$ cat src/include/scd_pkg.sv
package scd_pkg;

   // ***************************************************************
   // register map (byte addresses, one aligned word each)
   // ***************************************************************
   localparam logic [11:0] CLOCK_CONTROL_OFFS = 12'h000;
   localparam logic [11:0] CLOCK_STATUS_OFFS  = 12'h004;
   localparam logic [11:0] CYCLE_COUNT_OFFS   = 12'h008;

   // ***************************************************************
   // clock_control fields
   // ***************************************************************
   localparam int CTRL_W                 = 4;
   localparam int SOURCE_SELECT_BIT      = 0;
   localparam int MAIN_OSC_DISABLE_BIT   = 1;
   localparam int DIVIDE_SEL_LOW_BIT     = 2;
   localparam int DIVIDE_SEL_HIGH_BIT    = 3;
   localparam logic [3:0] CLOCK_CONTROL_RST = 4'hf;

   localparam logic SRC_MAIN_OSC = 1'b0;
   localparam logic SRC_RING_OSC = 1'b1;

   // ***************************************************************
   // clock_status fields
   // ***************************************************************
   localparam int STAT_ACTIVE_CFG_LSB = 0;
   localparam int STAT_INSTR_PHASE_LSB = 4;
   localparam int STAT_PENDING_BIT    = 6;

   // ***************************************************************
   // timing
   // ***************************************************************
   localparam int INSTR_DIVIDE     = 3;
   localparam int MAX_SYS_DIVIDE   = 8;
   localparam int SYS_CNT_W        = 3;
   localparam int INSTR_CNT_W      = 2;

   typedef enum logic [1:0] {
      SCD_DIV1 = 2'b00,
      SCD_DIV2 = 2'b01,
      SCD_DIV4 = 2'b10,
      SCD_DIV8 = 2'b11
   } scd_divide_e;

endpackage

$ cat src/logic/scd_system_clock.sv
// Summary of operation
// source bit 0 picks main or ring
// bits 3:2 divide by 1, 2, 4, 8
// bit 1 zero for main, ignored ring
// instruction clock is system clock over three
// one instruction period is one machine cycle
// reset selects ring oscillator divided by eight
// software keeps ring oscillator running when chosen
// all external sources form one main clock
// start main oscillation before selecting it
// start oscillation and switch in separate writes
// dividers reset in phase, switching without glitches
//
// The implementer's own choices: the placing of the registers and the APB interface to the registers.
module scd_system_clock #(
   parameter int CYCLE_CNT_W = 16
) (
   // clock and reset
   input  wire logic                   clk,
   input  wire logic                   arst_n,
   // apb slave
   input  wire logic                   psel,
   input  wire logic                   penable,
   input  wire logic                   pwrite,
   input  wire logic [11:0]            paddr,
   input  wire logic [31:0]            pwdata,
   output logic                        pready,
   output logic [31:0]                 prdata,
   output logic                        pslverr,
   // oscillator ticks, one pulse per source period
   input  wire logic                   main_osc_tick,
   input  wire logic                   ring_osc_tick,
   // oscillator control
   output logic                        main_osc_enable,
   // derived clock enables and machine cycle count
   output logic                        system_clock,
   output logic                        instruction_clock,
   output logic                        machine_cycle,
   output logic [CYCLE_CNT_W-1:0]      machine_cycle_count
);

   // ***************************************************************
   // elaboration checks
   // ***************************************************************
   if (CYCLE_CNT_W < 1 || CYCLE_CNT_W > 24) begin : g_bad_width
      $error("CYCLE_CNT_W must lie in 1..24");
   end
   // the shared constants must fit the fixed divide table, the counters
   // and the register field; refuse a set that the logic cannot serve
   if (scd_pkg::CTRL_W != 4) begin : g_bad_ctrl_w
      $error("clock_control must be four bits wide");
   end
   if (scd_pkg::MAX_SYS_DIVIDE != 8) begin : g_bad_max_divide
      $error("divide table covers ratios up to eight only");
   end
   if ((1 << scd_pkg::SYS_CNT_W) < scd_pkg::MAX_SYS_DIVIDE) begin : g_bad_sys_cnt_w
      $error("system divider counter too narrow for the largest ratio");
   end
   if ((1 << scd_pkg::INSTR_CNT_W) < scd_pkg::INSTR_DIVIDE) begin : g_bad_instr_cnt_w
      $error("instruction divider counter too narrow");
   end

   // ***************************************************************
   // decode helpers
   // ***************************************************************
   // terminal count of the system divider for a divide selection
   function automatic logic [2:0] div_last(input logic [1:0] sel);
      logic [2:0] last;
      last = 3'h0;
      case (scd_pkg::scd_divide_e'(sel))
         scd_pkg::SCD_DIV1: last = 3'h0;
         scd_pkg::SCD_DIV2: last = 3'h1;
         scd_pkg::SCD_DIV4: last = 3'h3;
         scd_pkg::SCD_DIV8: last = 3'h7;
         default:           last = 3'h0;
      endcase
      return last;
   endfunction

   // divide selection field of a clock_control value
   function automatic logic [1:0] div_field(input logic [3:0] ctrl);
      return {ctrl[scd_pkg::DIVIDE_SEL_HIGH_BIT], ctrl[scd_pkg::DIVIDE_SEL_LOW_BIT]};
   endfunction

   // last phase of the divide-by-three counter
   function automatic logic instr_at_last(input logic [scd_pkg::INSTR_CNT_W-1:0] cnt);
      return cnt == 2'(scd_pkg::INSTR_DIVIDE - 1);
   endfunction

   // ***************************************************************
   // declarations
   // ***************************************************************
   logic [scd_pkg::CTRL_W-1:0]      clock_control_r;
   logic [scd_pkg::CTRL_W-1:0]      active_cfg_r;
   logic [scd_pkg::SYS_CNT_W-1:0]   sys_cnt_r;
   logic [scd_pkg::INSTR_CNT_W-1:0] instr_cnt_r;
   logic                            pready_r;
   logic [31:0]                     prdata_r;
   logic                            pslverr_r;
   logic                            sys_tick_r;
   logic                            instr_tick_r;
   logic                            mcyc_tick_r;
   logic [CYCLE_CNT_W-1:0]          mcyc_cnt_r;
   logic                            main_osc_enable_r;

   logic                            setup_phase;
   logic                            write_now;
   logic                            src_tick;
   logic                            sys_wrap;
   logic                            cfg_pending;
   logic [2:0]                      active_last;
   logic [31:0]                     rd_word;
   logic                            addr_ok;
   logic                            instr_wrap;
   logic                            src_stopped;

   assign setup_phase = psel && !penable;
   assign write_now   = psel && penable && pready_r && pwrite && !pslverr_r;

   // ***************************************************************
   // apb slave: one access cycle, zero wait states
   // ***************************************************************
   always_comb begin
      rd_word = 32'h0000_0000;
      addr_ok = 1'b1;
      case (paddr)
         scd_pkg::CLOCK_CONTROL_OFFS: begin
            rd_word[scd_pkg::CTRL_W-1:0] = clock_control_r;
         end
         scd_pkg::CLOCK_STATUS_OFFS: begin
            rd_word[scd_pkg::STAT_ACTIVE_CFG_LSB +: scd_pkg::CTRL_W] = active_cfg_r;
            rd_word[scd_pkg::STAT_INSTR_PHASE_LSB +: scd_pkg::INSTR_CNT_W] = instr_cnt_r;
            rd_word[scd_pkg::STAT_PENDING_BIT] = cfg_pending;
         end
         scd_pkg::CYCLE_COUNT_OFFS: begin
            rd_word[CYCLE_CNT_W-1:0] = mcyc_cnt_r;
         end
         default: begin
            addr_ok = 1'b0;
         end
      endcase
   end

   // every setup is answered in the very next cycle: no wait states
   always_ff @(posedge clk or negedge arst_n) begin
      if (!arst_n) begin
         pready_r <= 1'b0;
      end else begin
         pready_r <= setup_phase;
      end
   end

   // captured at setup so it stands through the access cycle; writes
   // answer zero so stale read data never shows on the bus
   always_ff @(posedge clk or negedge arst_n) begin
      if (!arst_n) begin
         prdata_r <= 32'h0000_0000;
      end else if (setup_phase) begin
         prdata_r <= pwrite ? 32'h0000_0000 : rd_word;
      end
   end

   always_ff @(posedge clk or negedge arst_n) begin
      if (!arst_n) begin
         pslverr_r <= 1'b0;
      end else begin
         pslverr_r <= setup_phase && !addr_ok;
      end
   end

   // ***************************************************************
   // clock control register
   // ***************************************************************
   always_ff @(posedge clk or negedge arst_n) begin
      if (!arst_n) begin
         clock_control_r <= scd_pkg::CLOCK_CONTROL_RST;
      end else if (write_now && paddr == scd_pkg::CLOCK_CONTROL_OFFS) begin
         clock_control_r <= pwdata[scd_pkg::CTRL_W-1:0];
      end
   end

   // ***************************************************************
   // main oscillator control
   // ***************************************************************
   // oscillation start follows the disable bit; the clock source does not
   always_ff @(posedge clk or negedge arst_n) begin
      if (!arst_n) begin
         main_osc_enable_r <= ~scd_pkg::CLOCK_CONTROL_RST[scd_pkg::MAIN_OSC_DISABLE_BIT];
      end else begin
         main_osc_enable_r <= !clock_control_r[scd_pkg::MAIN_OSC_DISABLE_BIT];
      end
   end

   // ***************************************************************
   // source selection and system divider
   // ***************************************************************
   // a new setting is adopted only at a period boundary or while the main source is stopped, so no
   // shortened or stretched system clock period can appear
   assign cfg_pending = (active_cfg_r != clock_control_r);
   assign active_last = div_last(div_field(active_cfg_r));

   always_comb begin
      // the main clock tick is whatever the external circuit delivers
      if (active_cfg_r[scd_pkg::SOURCE_SELECT_BIT] == scd_pkg::SRC_RING_OSC) begin
         src_tick = ring_osc_tick;
      end else begin
         // a stopped main oscillator simply yields no ticks
         src_tick = main_osc_tick && main_osc_enable_r;
      end
   end

   assign sys_wrap = src_tick && (sys_cnt_r == active_last);

   // ***************************************************************
   // adoption of a new setting
   // ***************************************************************
   // a main source switched off mid-period would freeze the divider away
   // from zero and block every later switch; no pulse can be cut short
   // while it is stopped, so the setting may change at once then
   assign src_stopped = (active_cfg_r[scd_pkg::SOURCE_SELECT_BIT] == scd_pkg::SRC_MAIN_OSC)
                        && !main_osc_enable_r;

   always_ff @(posedge clk or negedge arst_n) begin
      if (!arst_n) begin
         active_cfg_r <= scd_pkg::CLOCK_CONTROL_RST;
      end else if ((sys_cnt_r == 3'h0 || src_stopped) && !src_tick) begin
         active_cfg_r <= clock_control_r;
      end
   end

   // ***************************************************************
   // system divider
   // ***************************************************************
   always_ff @(posedge clk or negedge arst_n) begin
      if (!arst_n) begin
         sys_cnt_r <= 3'h0;
      end else if (sys_wrap) begin
         sys_cnt_r <= 3'h0;
      end else if (src_stopped) begin
         sys_cnt_r <= 3'h0;
      end else if (src_tick) begin
         sys_cnt_r <= sys_cnt_r + 3'h1;
      end
   end

   always_ff @(posedge clk or negedge arst_n) begin
      if (!arst_n) begin
         sys_tick_r <= 1'b0;
      end else begin
         sys_tick_r <= sys_wrap;
      end
   end

   // ***************************************************************
   // instruction clock and machine cycle
   // ***************************************************************
   assign instr_wrap = sys_wrap && instr_at_last(instr_cnt_r);

   always_ff @(posedge clk or negedge arst_n) begin
      if (!arst_n) begin
         instr_cnt_r <= 2'h0;
      end else if (instr_wrap) begin
         instr_cnt_r <= 2'h0;
      end else if (sys_wrap) begin
         instr_cnt_r <= instr_cnt_r + 2'h1;
      end
   end

   // registered like the system pulse, so the enables land in one cycle
   always_ff @(posedge clk or negedge arst_n) begin
      if (!arst_n) begin
         instr_tick_r <= 1'b0;
      end else begin
         instr_tick_r <= instr_wrap;
      end
   end

   always_ff @(posedge clk or negedge arst_n) begin
      if (!arst_n) begin
         mcyc_tick_r <= 1'b0;
      end else begin
         mcyc_tick_r <= instr_wrap;
      end
   end

   // free-running, wraps silently; software compares differences
   always_ff @(posedge clk or negedge arst_n) begin
      if (!arst_n) begin
         mcyc_cnt_r <= '0;
      end else if (mcyc_tick_r) begin
         mcyc_cnt_r <= mcyc_cnt_r + CYCLE_CNT_W'(1);
      end
   end

   // ***************************************************************
   // outputs
   // ***************************************************************
   assign pready              = pready_r;
   assign prdata              = prdata_r;
   assign pslverr             = pslverr_r;
   assign main_osc_enable     = main_osc_enable_r;
   assign system_clock        = sys_tick_r;
   assign instruction_clock   = instr_tick_r;
   assign machine_cycle       = mcyc_tick_r;
   assign machine_cycle_count = mcyc_cnt_r;

endmodule // scd_system_clock

$ cat config.mk
export PLATFORM = sky130hd
export DESIGN_NAME = scd_system_clock
export DESIGN_NICKNAME = d
export VERILOG_FILES = /design/src/include/scd_pkg.sv /design/src/logic/scd_system_clock.sv
export SDC_FILE = /design/constraint.sdc
export NUM_CORES = 1
export LEC_CHECK = 0
export BUFFER_PORTS_ARGS = -buffer_cell sky130_fd_sc_hd__buf_2
export CORE_UTILIZATION = 30
export DETAILED_ROUTE_END_ITERATION = 8
export GPL_ROUTABILITY_DRIVEN = 0
export MAX_ROUTING_LAYER = met4
export PLACE_DENSITY = 0.51
export SLEW_MARGIN = 20
export SYNTH_ARGS = -nofsm -noshare
export SYNTH_HDL_FRONTEND = slang
export SYNTH_SLANG_ARGS = --single-unit
$ cat constraint.sdc
create_clock -name clk -period 2.3 [get_ports clk]
set_clock_uncertainty 0.15 [all_clocks]
set_input_delay 0.23 -clock clk [delete_from_list [all_inputs] [get_ports clk]]
set_output_delay 0.23 -clock clk [all_outputs]
set_load 0.01 [all_outputs]
Word-level counts from Yosys, hierarchy flattened
Cells that the tools add are included.
Operators by class
  reduce and logical (&&, ||, !) cells: 25
  multiplexer cells: 12
  eq/ne operators: 8
  bitwise gates (word level): 1
  add/subtract/negate cells: 3
Operators by type and width (count)
  16-bit by 1-bit adder with 16-bit output (second input constant): 1
  16-bit two-way mux: 1
  12-bit by 3-bit equality test with 1-bit output (second input constant): 1
  12-bit by 4-bit equality test with 1-bit output (second input constant): 1
  1-bit logical AND: 12
  12-bit logical NOT: 1
  3-bit one-hot mux with 4 select lines: 1
  4-bit one-hot mux with 3 select lines: 1
  3-bit two-way mux: 3
  9-bit two-way mux: 1
  2-bit equality test (second input constant): 3
  1-bit logical NOT: 6
  3-bit one-hot mux with 2 select lines: 1
  2-bit two-way mux: 2
  4-bit != test: 1
  3-bit by 1-bit adder with 3-bit output (second input constant): 1
  3-bit equality test: 1
  3-bit logical NOT: 1
  3-bit nonzero test: 1
  3-bit OR reduction: 1
  2-bit by 1-bit adder with 2-bit output (second input constant): 1
  2-bit by 1-bit equality test with 1-bit output (second input constant): 1
  2-bit logical NOT: 1
  1-bit two-way mux: 2
  3 further kinds: 3
Word-level totals
  bits in registers: 66

Depth between registers and ports, before layout
Gate-level depths: netlist (run 1).
  depth in word-level cells: 6
  depth in mapped cells: 6
  mapped depth without buffers: 5

Worst setup path before layout (run 1)
Ideal clock, no wire load.
  path kind: register to register
  start: register sys_cnt_r[1] in the netlist's numbering
  end: register instr_cnt_r[0] in the netlist's numbering
  setup slack: 442 ps
  period minus slack after synthesis: 1858 ps
  path buffers: 0
  arrival time: 1583 ps
  cell stages (with the launch flop): 5
  cells stage by stage: dfrtp_1 or3_4 o32ai_2 a2bb2oi_4 mux2_4
On the way
  longest elaborated chain between the ends: 4
  elaborated cells between the ends (all ways): 5
  those cells by class: eq/ne: 1; mux: 1; reduce/logical: 3
Ends and longest elaborated chain
  start: declaration: line scd_system_clock.sv:95  | logic [scd_pkg::SYS_CNT_W-1:0] sys_cnt_r;
  start signal: assignment: line scd_system_clock.sv:242  | sys_cnt_r <= sys_cnt_r + 3'h1;
  3-bit equality test (*): line scd_system_clock.sv:212  | assign sys_wrap = src_tick && (sys_cnt_r == active_last);
  1-bit logical AND (*): line scd_system_clock.sv:212
  net sys_wrap: line scd_system_clock.sv:109  | logic sys_wrap;
  1-bit logical AND: line scd_system_clock.sv:257  | assign instr_wrap = sys_wrap && instr_at_last(instr_cnt_r);
  2-bit two-way mux or 2-bit nonzero test (tied branches)
  end signal: assignment: line scd_system_clock.sv:265  | instr_cnt_r <= instr_cnt_r + 2'h1;
  end: declaration: line scd_system_clock.sv:96  | logic [scd_pkg::INSTR_CNT_W-1:0] instr_cnt_r;
Mark *: on every way through the listed nets, which the timed path passes. The rest lies on a longest branch.
A chain may end at the register's enable or synchronous reset.

Final worst setup path (run 1)
  start: register sys_cnt_r[1] in the netlist's numbering
  end: register instr_cnt_r[1] in the netlist's numbering
Same word-level chain as after synthesis.

==> results of run 1 <==
==> stage by stage <==
step                      instance area, um2  utilization  std cells  power (uW)
after floorplan                         2499            -        226        1311
after detailed placement                2800       0.3587        369        1423
after CTS                               2920       0.3740        378        2034
after global routing                    2920       0.3740        378        2125
final                                   2920       0.3740        378        2007
after global placement                  2800       0.3587        369        1416
==> state kept, by name, summed over array words and instances, names as in the netlist <==
name and count:
active_cfg_r 4, clock_control_r 4, instr_cnt_r 2, machine_cycle 1, machine_cycle_count 16, main_osc_enable 1, prdata 16, pready 1
pslverr 1, sys_cnt_r 3, system_clock 1
==> layer usage <==
| layer | wire (um) | GRT usage | vias to the layer above |
|---|---|---|---|
| li1 | - | - | 833 |
| met1 | 2467 | 0.1682 | 791 |
| met2 | 2081 | 0.1754 | 57 |
| met3 | 240 | 0.02819 | 7 |
| met4 | 63 | 0.03776 | 0 |
| met5 | 0 | - | - |
==> cell families (layout without fill, tap and decap cells) <==
family,after synthesis,in the layout,share of synthesized area
buffers and inverters,31,81,0.07479
multiplexers,15,15,0.06967
AO/OA/AOI/OAI,32,32,0.1096
adder cells (fa/ha/maj),3,3,0.01537
other,1,16,0.001535
flip-flops,50,50,0.5164
AND/OR/NAND/NOR,59,59,0.1409
XOR/XNOR,20,20,0.07172
==> worst paths after layout <==
| path | start | cells past startpoint | end | slack [ps] |
|---|---|---|---|---|
| max in group asynchronous | arst_n | 3 | active_cfg_r[3] | 980 |
| max reg2reg | sys_cnt_r[1] | 4 | instr_cnt_r[1] | 310 |
| min | pwdata[2] | 2 | clock_control_r[2] | 10 |
| min reg2reg | machine_cycle_count[15] | 1 | machine_cycle_count[15] | 350 |
| max | sys_cnt_r[1] | 4 | instr_cnt_r[1] | 310 |
| min in group asynchronous | arst_n | 2 | prdata[9] | 340 |
==> final cells by class <==
type | count | area, um2
flip-flops and latches | 50 | 1261
fillers | 799 | 4887
clock inverters | 2 | 37.54
multi-input cells | 145 | 1055
well taps | 102 | 127.6
clock buffers | 6 | 72.57
repair buffers | 64 | 332.8
inverters | 9 | 33.78
==> power by group <==
group / internal (uW) / switching (uW) / leakage, uW / total, uW
logic: 187 / 170 / 0.000737 / 357
clock network: 324 / 278 / 0.0000514 / 602
registers: 945 / 103 / 0.000651 / 1050
==> cells in the final DEF, fill, tap and decap left out, drive strengths merged, types with 2 or more instances in the layout <==
cell type	synthesis	layout
dfstp	8	8
nor3	7	7
dfrtp	42	42
nand2	14	14
nor2b	4	4
or3	3	3
nor4	3	3
nor2	7	7
mux2i	5	5
inv	9	9
clkbuf	2	6
a22o	19	19
nand3b	3	3
and3	2	2
mux2	10	10
nand4b	2	2
a21oi	2	2
conb	1	16
nand3	7	7
o21ai	7	7
buf	20	63
xor2	5	5
ha	3	3
xnor2	15	15
nand4	3	3
==> cells in the mapped netlist (2+ instances only) <==
master	n
buf_4	17
nand2_1	14
nand4_1	3
a22o_1	19
nand3_1	7
nand4b_1	2
mux2_4	2
nor4_1	3
or3_1	2
dfstp_2	8
mux2_2	8
nor3_2	2
clkbuf_1	2
nor2_1	7
and3_1	2
mux2i_1	5
nor3_1	5
xor2_1	5
nand3b_1	3
dfrtp_1	42
nor2b_1	4
ha_1	3
inv_1	9
xnor2_1	15
a21oi_1	2
o21ai_0	7
buf_2	2
==> repair_timing <==
action / in CTS / in global routing
hold buffers: 1 / 0
hold endpoints to repair: 26 / 0
setup buffers: 0 / 0
==> worst max-delay path, cell delays in order, from the launching register on <==
cell and delay (ps):
dfrtp_1 450, or3_4 400, o32ai_2 280, a2bb2oi_4 280, mux2_4 320
==> flow_summary.json, run 1 <==
{
  "cts_resized": 0,
  "ioPinCount": 105,
  "start_kind": "flop",
  "slew_headroom": 0.5728,
  "power_density_nw_per_um2": 687.2,
  "rsz0062_at_grt": "no",
  "ant_nets": 0,
  "drive_gt1_frac": 0.3478,
  "critPathMaxFanout": 7,
  "whs_ps": 12.18,
  "antenna_found_initial": 0,
  "firstDrtPassIters": 4,
  "clockBufferDepth": 2,
  "cts_root_buf": "clkbuf_8",
  "grt.total_usage": 0.1213,
  "dieWidth_um": 92.23,
  "initial_core_util": 0.3128,
  "num_rows": 32,
  "outcome": "complete, no violations",
  "core-area_um2": 7807,
  "syn_inst": 211,
  "worst_skew_pair.late_latency_ps": 290,
  "io_buffer_count": 60,
  "cts_max_level": 2,
  "min_period_over_period": 0.8640,
  "tns_ps": 0,
  "hp-class": "input pin to flop",
  "grt_max_degree": 31,
  "setup_slack_ps": 312.8,
  "die_h_um": 92.23,
  "viasPerCell": 4.466,
  "peakVddDrop_uv": 281.9,
  "async_reset_ff_frac": 1.000,
  "p_leak_uw": 0.001439,
  "maxCapViolCount": 0,
  "cp-end-kind": "flop",
  "tightestPinTransition_ps": 640.8,
  "area_delta_synth_final_pct": 19.57,
  "synth_warnings": 0,
  "drc": 0,
  "ys_ff_latch": 50,
  "setup_viol": 0,
  "ys_seq_area_frac": 0.5164,
  "place_ws_ps": 277.2,
  "grt_pass1_vias": 1555,
  "synth.distinct_cells": 38,
  "max_freq_mhz": 503.2,
  "yosysTopAreaCell": "dfrtp_1",
  "critPathKind": "flop to flop",
  "dieArea_um2": 8506,
  "cts_made_buffers": 5,
  "n_antenna_cell": 0,
  "required_ps": 2340,
  "final_nets": 329,
  "finalHoldViolCount": 0,
  "wl_um": 4853,
  "avgSynthCellArea_um2": 11.58,
  "clock_sinks": 50,
  "drt-initial-drc-count": 59,
  "tritoncts": "done",
  "yosys.area.top_type_share": 0.4303,
  "via_count": 1688,
  "synth_edf_count": 0,
  "wl_per_cell_um": 12.84,
  "clkTransAtPathRegs_ps": 90,
  "period_minus_slack_ps": 1987,
  "arrival_ps": 2020,
  "drv_slew": 0,
  "synthTopCellsByArea": "dfrtp_1 (43%), dfstp_2 (8.6%), a22o_1 (6.8%), xnor2_1 (5.4%), buf_4 (5.2%)",
  "ys.flop_type": "dfrtp_1",
  "overflow": 0,
  "syn_area_um2": 2442,
  "dp_hpwl_um": 3741,
  "grt_pass1_wl_um": 7859
}
Power figures use the tool's default switching activity.
==> inputs of run 2 (changes only) <==
--- a/config.mk
+++ b/config.mk
@@ -6,6 +6,7 @@
 export NUM_CORES = 1
 export LEC_CHECK = 0
 export BUFFER_PORTS_ARGS = -buffer_cell sky130_fd_sc_hd__buf_2
+export CORE_ASPECT_RATIO = 0.5
 export CORE_UTILIZATION = 30
 export DETAILED_ROUTE_END_ITERATION = 8
 export GPL_ROUTABILITY_DRIVEN = 0
==> flow_summary.json, run 2 (synthesis results as in run 1) <==
{
  "drive_gt1_frac": 0.3478,
  "hp-class": "input pin to flop",
  "power_density_nw_per_um2": 722.7,
  "drc": 0,
  "wl_per_cell_um": 13.04,
  "grt_pass1_vias": 1635,
  "path_cells": "or3_4 -> o32ai_2 -> a2bb2oi_4 -> mux2_4",
  "drt-initial-drc-count": 95,
  "clockBufferDepth": 2,
  "cts_root_buf": "clkbuf_16",
  "cts_made_buffers": 5,
  "initial_core_util": 0.3215,
  "multi_input_area_um2": 1055,
  "dp_cells": 375,
  "clock_sinks": 50,
  "dieArea_um2": 8528,
  "tritoncts": "done",
  "io_buffer_count": 60,
  "finalHoldViolCount": 0,
  "core-area_um2": 7597,
  "critPathSlowestCell": "dfrtp_1",
  "critPathKind": "flop to flop",
  "maxCapViolCount": 0,
  "setup_viol": 0,
  "cts_max_level": 2,
  "rsz0062_at_grt": "no",
  "final_area_um2": 2965,
  "viasPerCell": 4.531,
  "min_period_over_period": 0.8539,
  "ant_nets": 0,
  "period_minus_slack_ps": 1964,
  "cp_slowest_stage_delay_ps": 430,
  "outcome": "complete, no violations",
  "layout.area.seq_um2": 1261,
  "path_delay_family": "compound AO/OA/AOI/OAI gates",
  "ioPinCount": 105,
  "tightestPinTransition_ps": 630.8,
  "max_freq_mhz": 509.2,
  "slew_headroom": 0.5777,
  "required_ps": 2330,
  "layoutNonFillerInstCount": 384,
  "overflow": 0,
  "clkTransAtPathRegs_ps": 60,
  "tns_ps": 0,
  "setup_slack_ps": 335.9,
  "p_leak_uw": 0.001462,
  "grt_max_degree": 23,
  "antenna_found_initial": 0,
  "arrival_ps": 1990,
  "worst_skew_pair.late_latency_ps": 290,
  "start_kind": "flop",
  "critPathMaxFanout": 7,
  "wl_um": 5007,
  "grt.total_usage": 0.1322,
  "fillerInstances": 776,
  "firstDrtPassIters": 4,
  "final_cell_mix": "buf_2 (60), dfrtp_1 (42), a22o_1 (19), conb_1 (16), xnor2_1 (15)",
  "drv_slew": 0,
  "final_common_cell": "buf_2",
  "num_rows": 22,
  "die_h_um": 65.80,
  "dp_hpwl_um": 3771,
  "dieWidth_um": 129.6,
  "area_delta_synth_final_pct": 21.41,
  "cp-end-kind": "flop",
  "cp.buffers_inverters": 0,
  "via_count": 1740,
  "grt_pass1_wl_um": 8190,
  "detailed_place.area_um2": 2808,
  "peakVddDrop_uv": 329.1,
  "final_nets": 329,
  "place_ws_ps": 337.3,
  "n_antenna_cell": 0
}
## run 2: worst paths after layout
check,start,endpoint,slack (ps),cells after the start
worst min-delay path,pwdata[2],clock_control_r[2],20,2
worst max-delay path,sys_cnt_r[1],instr_cnt_r[1],340,4
worst min register to register,clock_control_r[1],main_osc_enable,340,1
min in group asynchronous,arst_n,prdata[13],290,2
max in group asynchronous,arst_n,active_cfg_r[1],1030,3
worst max register to register,sys_cnt_r[1],instr_cnt_r[1],340,4
## run 2: layout make-up
class,count,area share
inverter,9,0.01139
clock buffer,7,0.04810
sequential,50,0.4253
multi-input combinational,145,0.3557
clock inverter,1,0.001688
tap,108,0.04557
timing repair buffer,64,0.1122
## run 2: per-stage QoR
stage / utilization / power (uW) / hold WS (ps)
final: 0.3903 / 2143 / 20.53
after global routing: 0.3903 / 2257 / 25.57
after CTS: 0.3903 / 2179 / 18.34
after detailed placement: 0.3696 / 1421 / 81.99
after global placement: 0.3696 / 1406 / 67.45
after floorplan: - / 1311 / -215.6
## run 2: per-layer routing
layer	track usage	share of wire
met1	0.1696	0.49
met2	0.2045	0.45
met3	0.03236	0.041
met4	0.04797	0.010
met5	-	0
## run 2: repair_timing
action,in CTS,in global routing
setup endpoints to repair,0,0
hold buffers,1,0
endpoints found under the hold margin,20,0
buffers inserted,0,0
gates resized for setup,0,0
## run 2: power by group
| group | leakage, uW | internal (uW) | switching (uW) |
|---|---|---|---|
| sequential | 0.000651 | 946 | 104 |
| combinational | 0.000737 | 186 | 162 |
| clock | 0.0000739 | 432 | 313 |
==> inputs of run 3 (changes only) <==
--- a/config.mk
+++ b/config.mk
@@ -5,13 +5,14 @@
 export SDC_FILE = /design/constraint.sdc
 export NUM_CORES = 1
 export LEC_CHECK = 0
+export ABC_AREA = 1
 export BUFFER_PORTS_ARGS = -buffer_cell sky130_fd_sc_hd__buf_2
 export CORE_ASPECT_RATIO = 0.5
 export CORE_UTILIZATION = 30
 export DETAILED_ROUTE_END_ITERATION = 8
 export GPL_ROUTABILITY_DRIVEN = 0
 export MAX_ROUTING_LAYER = met4
-export PLACE_DENSITY = 0.51
+export PLACE_DENSITY = 0.5
 export SLEW_MARGIN = 20
 export SYNTH_ARGS = -nofsm -noshare
 export SYNTH_HDL_FRONTEND = slang
==> flow_summary.json, run 3 <==
{
  "max_freq_mhz": 604.3,
  "yosysTopAreaCell": "dfrtp_1",
  "ant_nets": 0,
  "top_layer_used": "met4",
  "syn_area_um2": 2721,
  "wl_met1_um": 3063,
  "worst_skew_pair.late_latency_ps": 290,
  "r2r_start": "machine_cycle_count[0]",
  "synth_commonest_cells": "nand2_1 (86), dfrtp_1 (42), inv_1 (34)",
  "num_rows": 24,
  "maxCapViolCount": 0,
  "synthTopCellsByArea": "dfrtp_1 (39%), nand2_1 (12%), dfstp_2 (7.7%), nand3_1 (5.9%), buf_4 (5.0%)",
  "synth.distinct_cells": 31,
  "clkTransAtPathRegs_ps": 70,
  "setup_viol": 0,
  "cp-end-kind": "flop",
  "hp-class": "input pin to flop",
  "critPathKind": "flop to flop",
  "r2r_slack_ps": 650,
  "async_reset_ff_frac": 1.000,
  "viasPerCell": 4.270,
  "tritoncts": "done",
  "wl_um": 5917,
  "hold_end": "clock_control_r[0]",
  "p_sw_frac": 0.3258,
  "drive_gt1_frac": 0.2927,
  "firstDrtPassIters": 4,
  "p_sw_uw": 774.5,
  "antenna_found_initial": 0,
  "syn_inst": 320,
  "clockBufferDepth": 2,
  "pwr-share-seq": 0.466,
  "final_common_cell": "nand2_1",
  "avgSynthCellArea_um2": 8.504,
  "dp_hpwl_um": 4358,
  "postCtsSetupRepairBufs": 0,
  "dieArea_um2": 9479,
  "required_ps": 2330,
  "die_h_um": 69.35,
  "peakVddDrop_uv": 306.1,
  "yosys.area.top_type_share": 0.3862,
  "start_kind": "flop",
  "drv_slew": 0,
  "cp.buffers_inverters": 0,
  "wl_met2_um": 2579,
  "power_uw": 2377,
  "min_from": "pwdata[0]",
  "period_minus_slack_ps": 1655,
  "path_delay_family": "simple AND/OR/NAND/NOR gates",
  "drt-initial-drc-count": 69,
  "p_int_uw": 1603,
  "cp_slowest_stage_delay_ps": 460,
  "cts_root_buf": "clkbuf_16",
  "r2r_cells": 6,
  "dieWidth_um": 136.7,
  "cts_made_buffers": 5,
  "drc": 0,
  "wl_met3_um": 205,
  "ys_ff_latch": 50,
  "via_count": 2148,
  "clock_sinks": 50,
  "slew_headroom": 0.6350,
  "critPathMaxFanout": 5,
  "arrival_ps": 1680,
  "hold_depth": 3,
  "wl_per_cell_um": 11.76,
  "final_cell_mix": "nand2_1 (86), buf_2 (60), dfrtp_1 (42), inv_1 (34), nand3_1 (32)",
  "grt.total_usage": 0.1428,
  "core-area_um2": 8738,
  "synth_edf_count": 0,
  "outcome": "complete, no violations",
  "n_antenna_cell": 0,
  "overflow": 0,
  "critPathSlowestCell": "dfrtp_1",
  "ioPinCount": 105,
  "grt_max_degree": 45,
  "min_period_over_period": 0.7195,
  "tightestPinTransition_ps": 546.9,
  "p_leak_uw": 0.001834,
  "synth_warnings": 0,
  "io_buffer_count": 60,
  "finalHoldViolCount": 0,
  "final_nets": 439,
  "yosysMostFrequentCell": "nand2_1",
  "area_delta_synth_final_pct": 20.00,
  "power_density_nw_per_um2": 728.0,
  "crit-reg2reg-capture": "machine_cycle_count[14]",
  "rsz0062_at_grt": "no",
  "ys.flop_type": "dfrtp_1",
  "grt_pass1_wl_um": 10180,
  "combPwrFrac": 0.213,
  "ys_seq_area_frac": 0.4634,
  "tns_ps": 0,
  "pwr-share-clk": 0.321,
  "cts_max_level": 2,
  "grt_pass1_vias": 2044,
  "path_cells": "ha_1 -> nand3_1 -> nor2_2 -> nand3_2 -> o21ai_1 -> nand2_1",
  "initial_core_util": 0.3114
}
-- run 3: cell types whose count changed in the layout (fill, tap and decap cells not counted), moves of 12 or more --
cell | previous run | this run
a22o_1 | 19 | 0
nor2_1 | 7 | 19
nand2_1 | 14 | 86
nand3_1 | 7 | 32
xnor2_1 | 15 | 1
inv_1 | 9 | 34
-- run 3: tightest hold or removal path: stages --
cell and delay [ps]:
buf_2 100, nor2_1 90, a21oi_1 40
-- run 3: cell families after synthesis --
logic type                 synth area share
muxes                              0.004138
buffers and inverters                0.1090
xor gates and xnor gates            0.04184
and+or+nand+nor                      0.2887
adders and majority gates           0.01379
other                              0.001378
DFF                                  0.4634
AOI/OAI and AO/OA                   0.07770
-- run 3: worst max path at each step --
stage | start | endpoint | depth (start not counted)
after floorplan | machine_cycle_count[0] | machine_cycle_count[12] | 6
after global placement | machine_cycle_count[0] | machine_cycle_count[14] | 6
after detailed placement | machine_cycle_count[0] | machine_cycle_count[12] | 6
after CTS | machine_cycle_count[0] | machine_cycle_count[14] | 6
after global routing | machine_cycle_count[0] | machine_cycle_count[14] | 6
final | machine_cycle_count[0] | machine_cycle_count[14] | 6
-- run 3: final cells by class --
cell class / instances / area (um2)
Inverter: 39 / 146.4
Tap cell: 117 / 146.4
Timing Repair Buffer: 63 / 340.3
Clock buffer: 6 / 138.9
Multi-Input combinational cell: 226 / 1220
Sequential cell: 50 / 1261
Clock inverter: 2 / 12.51
Fill cell: 928 / 5473
-- run 3: power groups by stage --
stage               Clock (uW)  Sequential [uW]  Combinational [uW]
floorplan                    0             1080                 420
CTS                        778             1110                 513
global route               821             1130                 588
finish                     763             1110                 506
global placement             0             1120                 505
detailed placement           0             1120                 508
-- run 3: timing repair --
action,4_1_cts,5_1_grt
endpoints found under the hold margin,44,0
gates resized for setup,0,0
hold buffers,2,0
setup endpoints to repair,0,0
-- run 3: stage by stage --
stage	util	setup slack, ps	hold slack (ps)	instances	instance area [um2]
after floorplan	-	825.7	-215.6	335	2778
after global placement	0.3541	648.5	-61.88	493	3094
after detailed placement	0.3541	653.7	-63.99	493	3094
after CTS	0.3737	642.3	17.45	503	3266
after global routing	0.3737	523.8	38.74	503	3266
final	0.3737	645.2	18.88	503	3266
-- run 3: routing by layer --
layer / vias to the layer above / GRT usage
met1: 985 / 0.1965
met5: - / -
met4: 0 / 0.03704
met3: 6 / 0.03070
met2: 49 / 0.2126
li1: 1108 / -
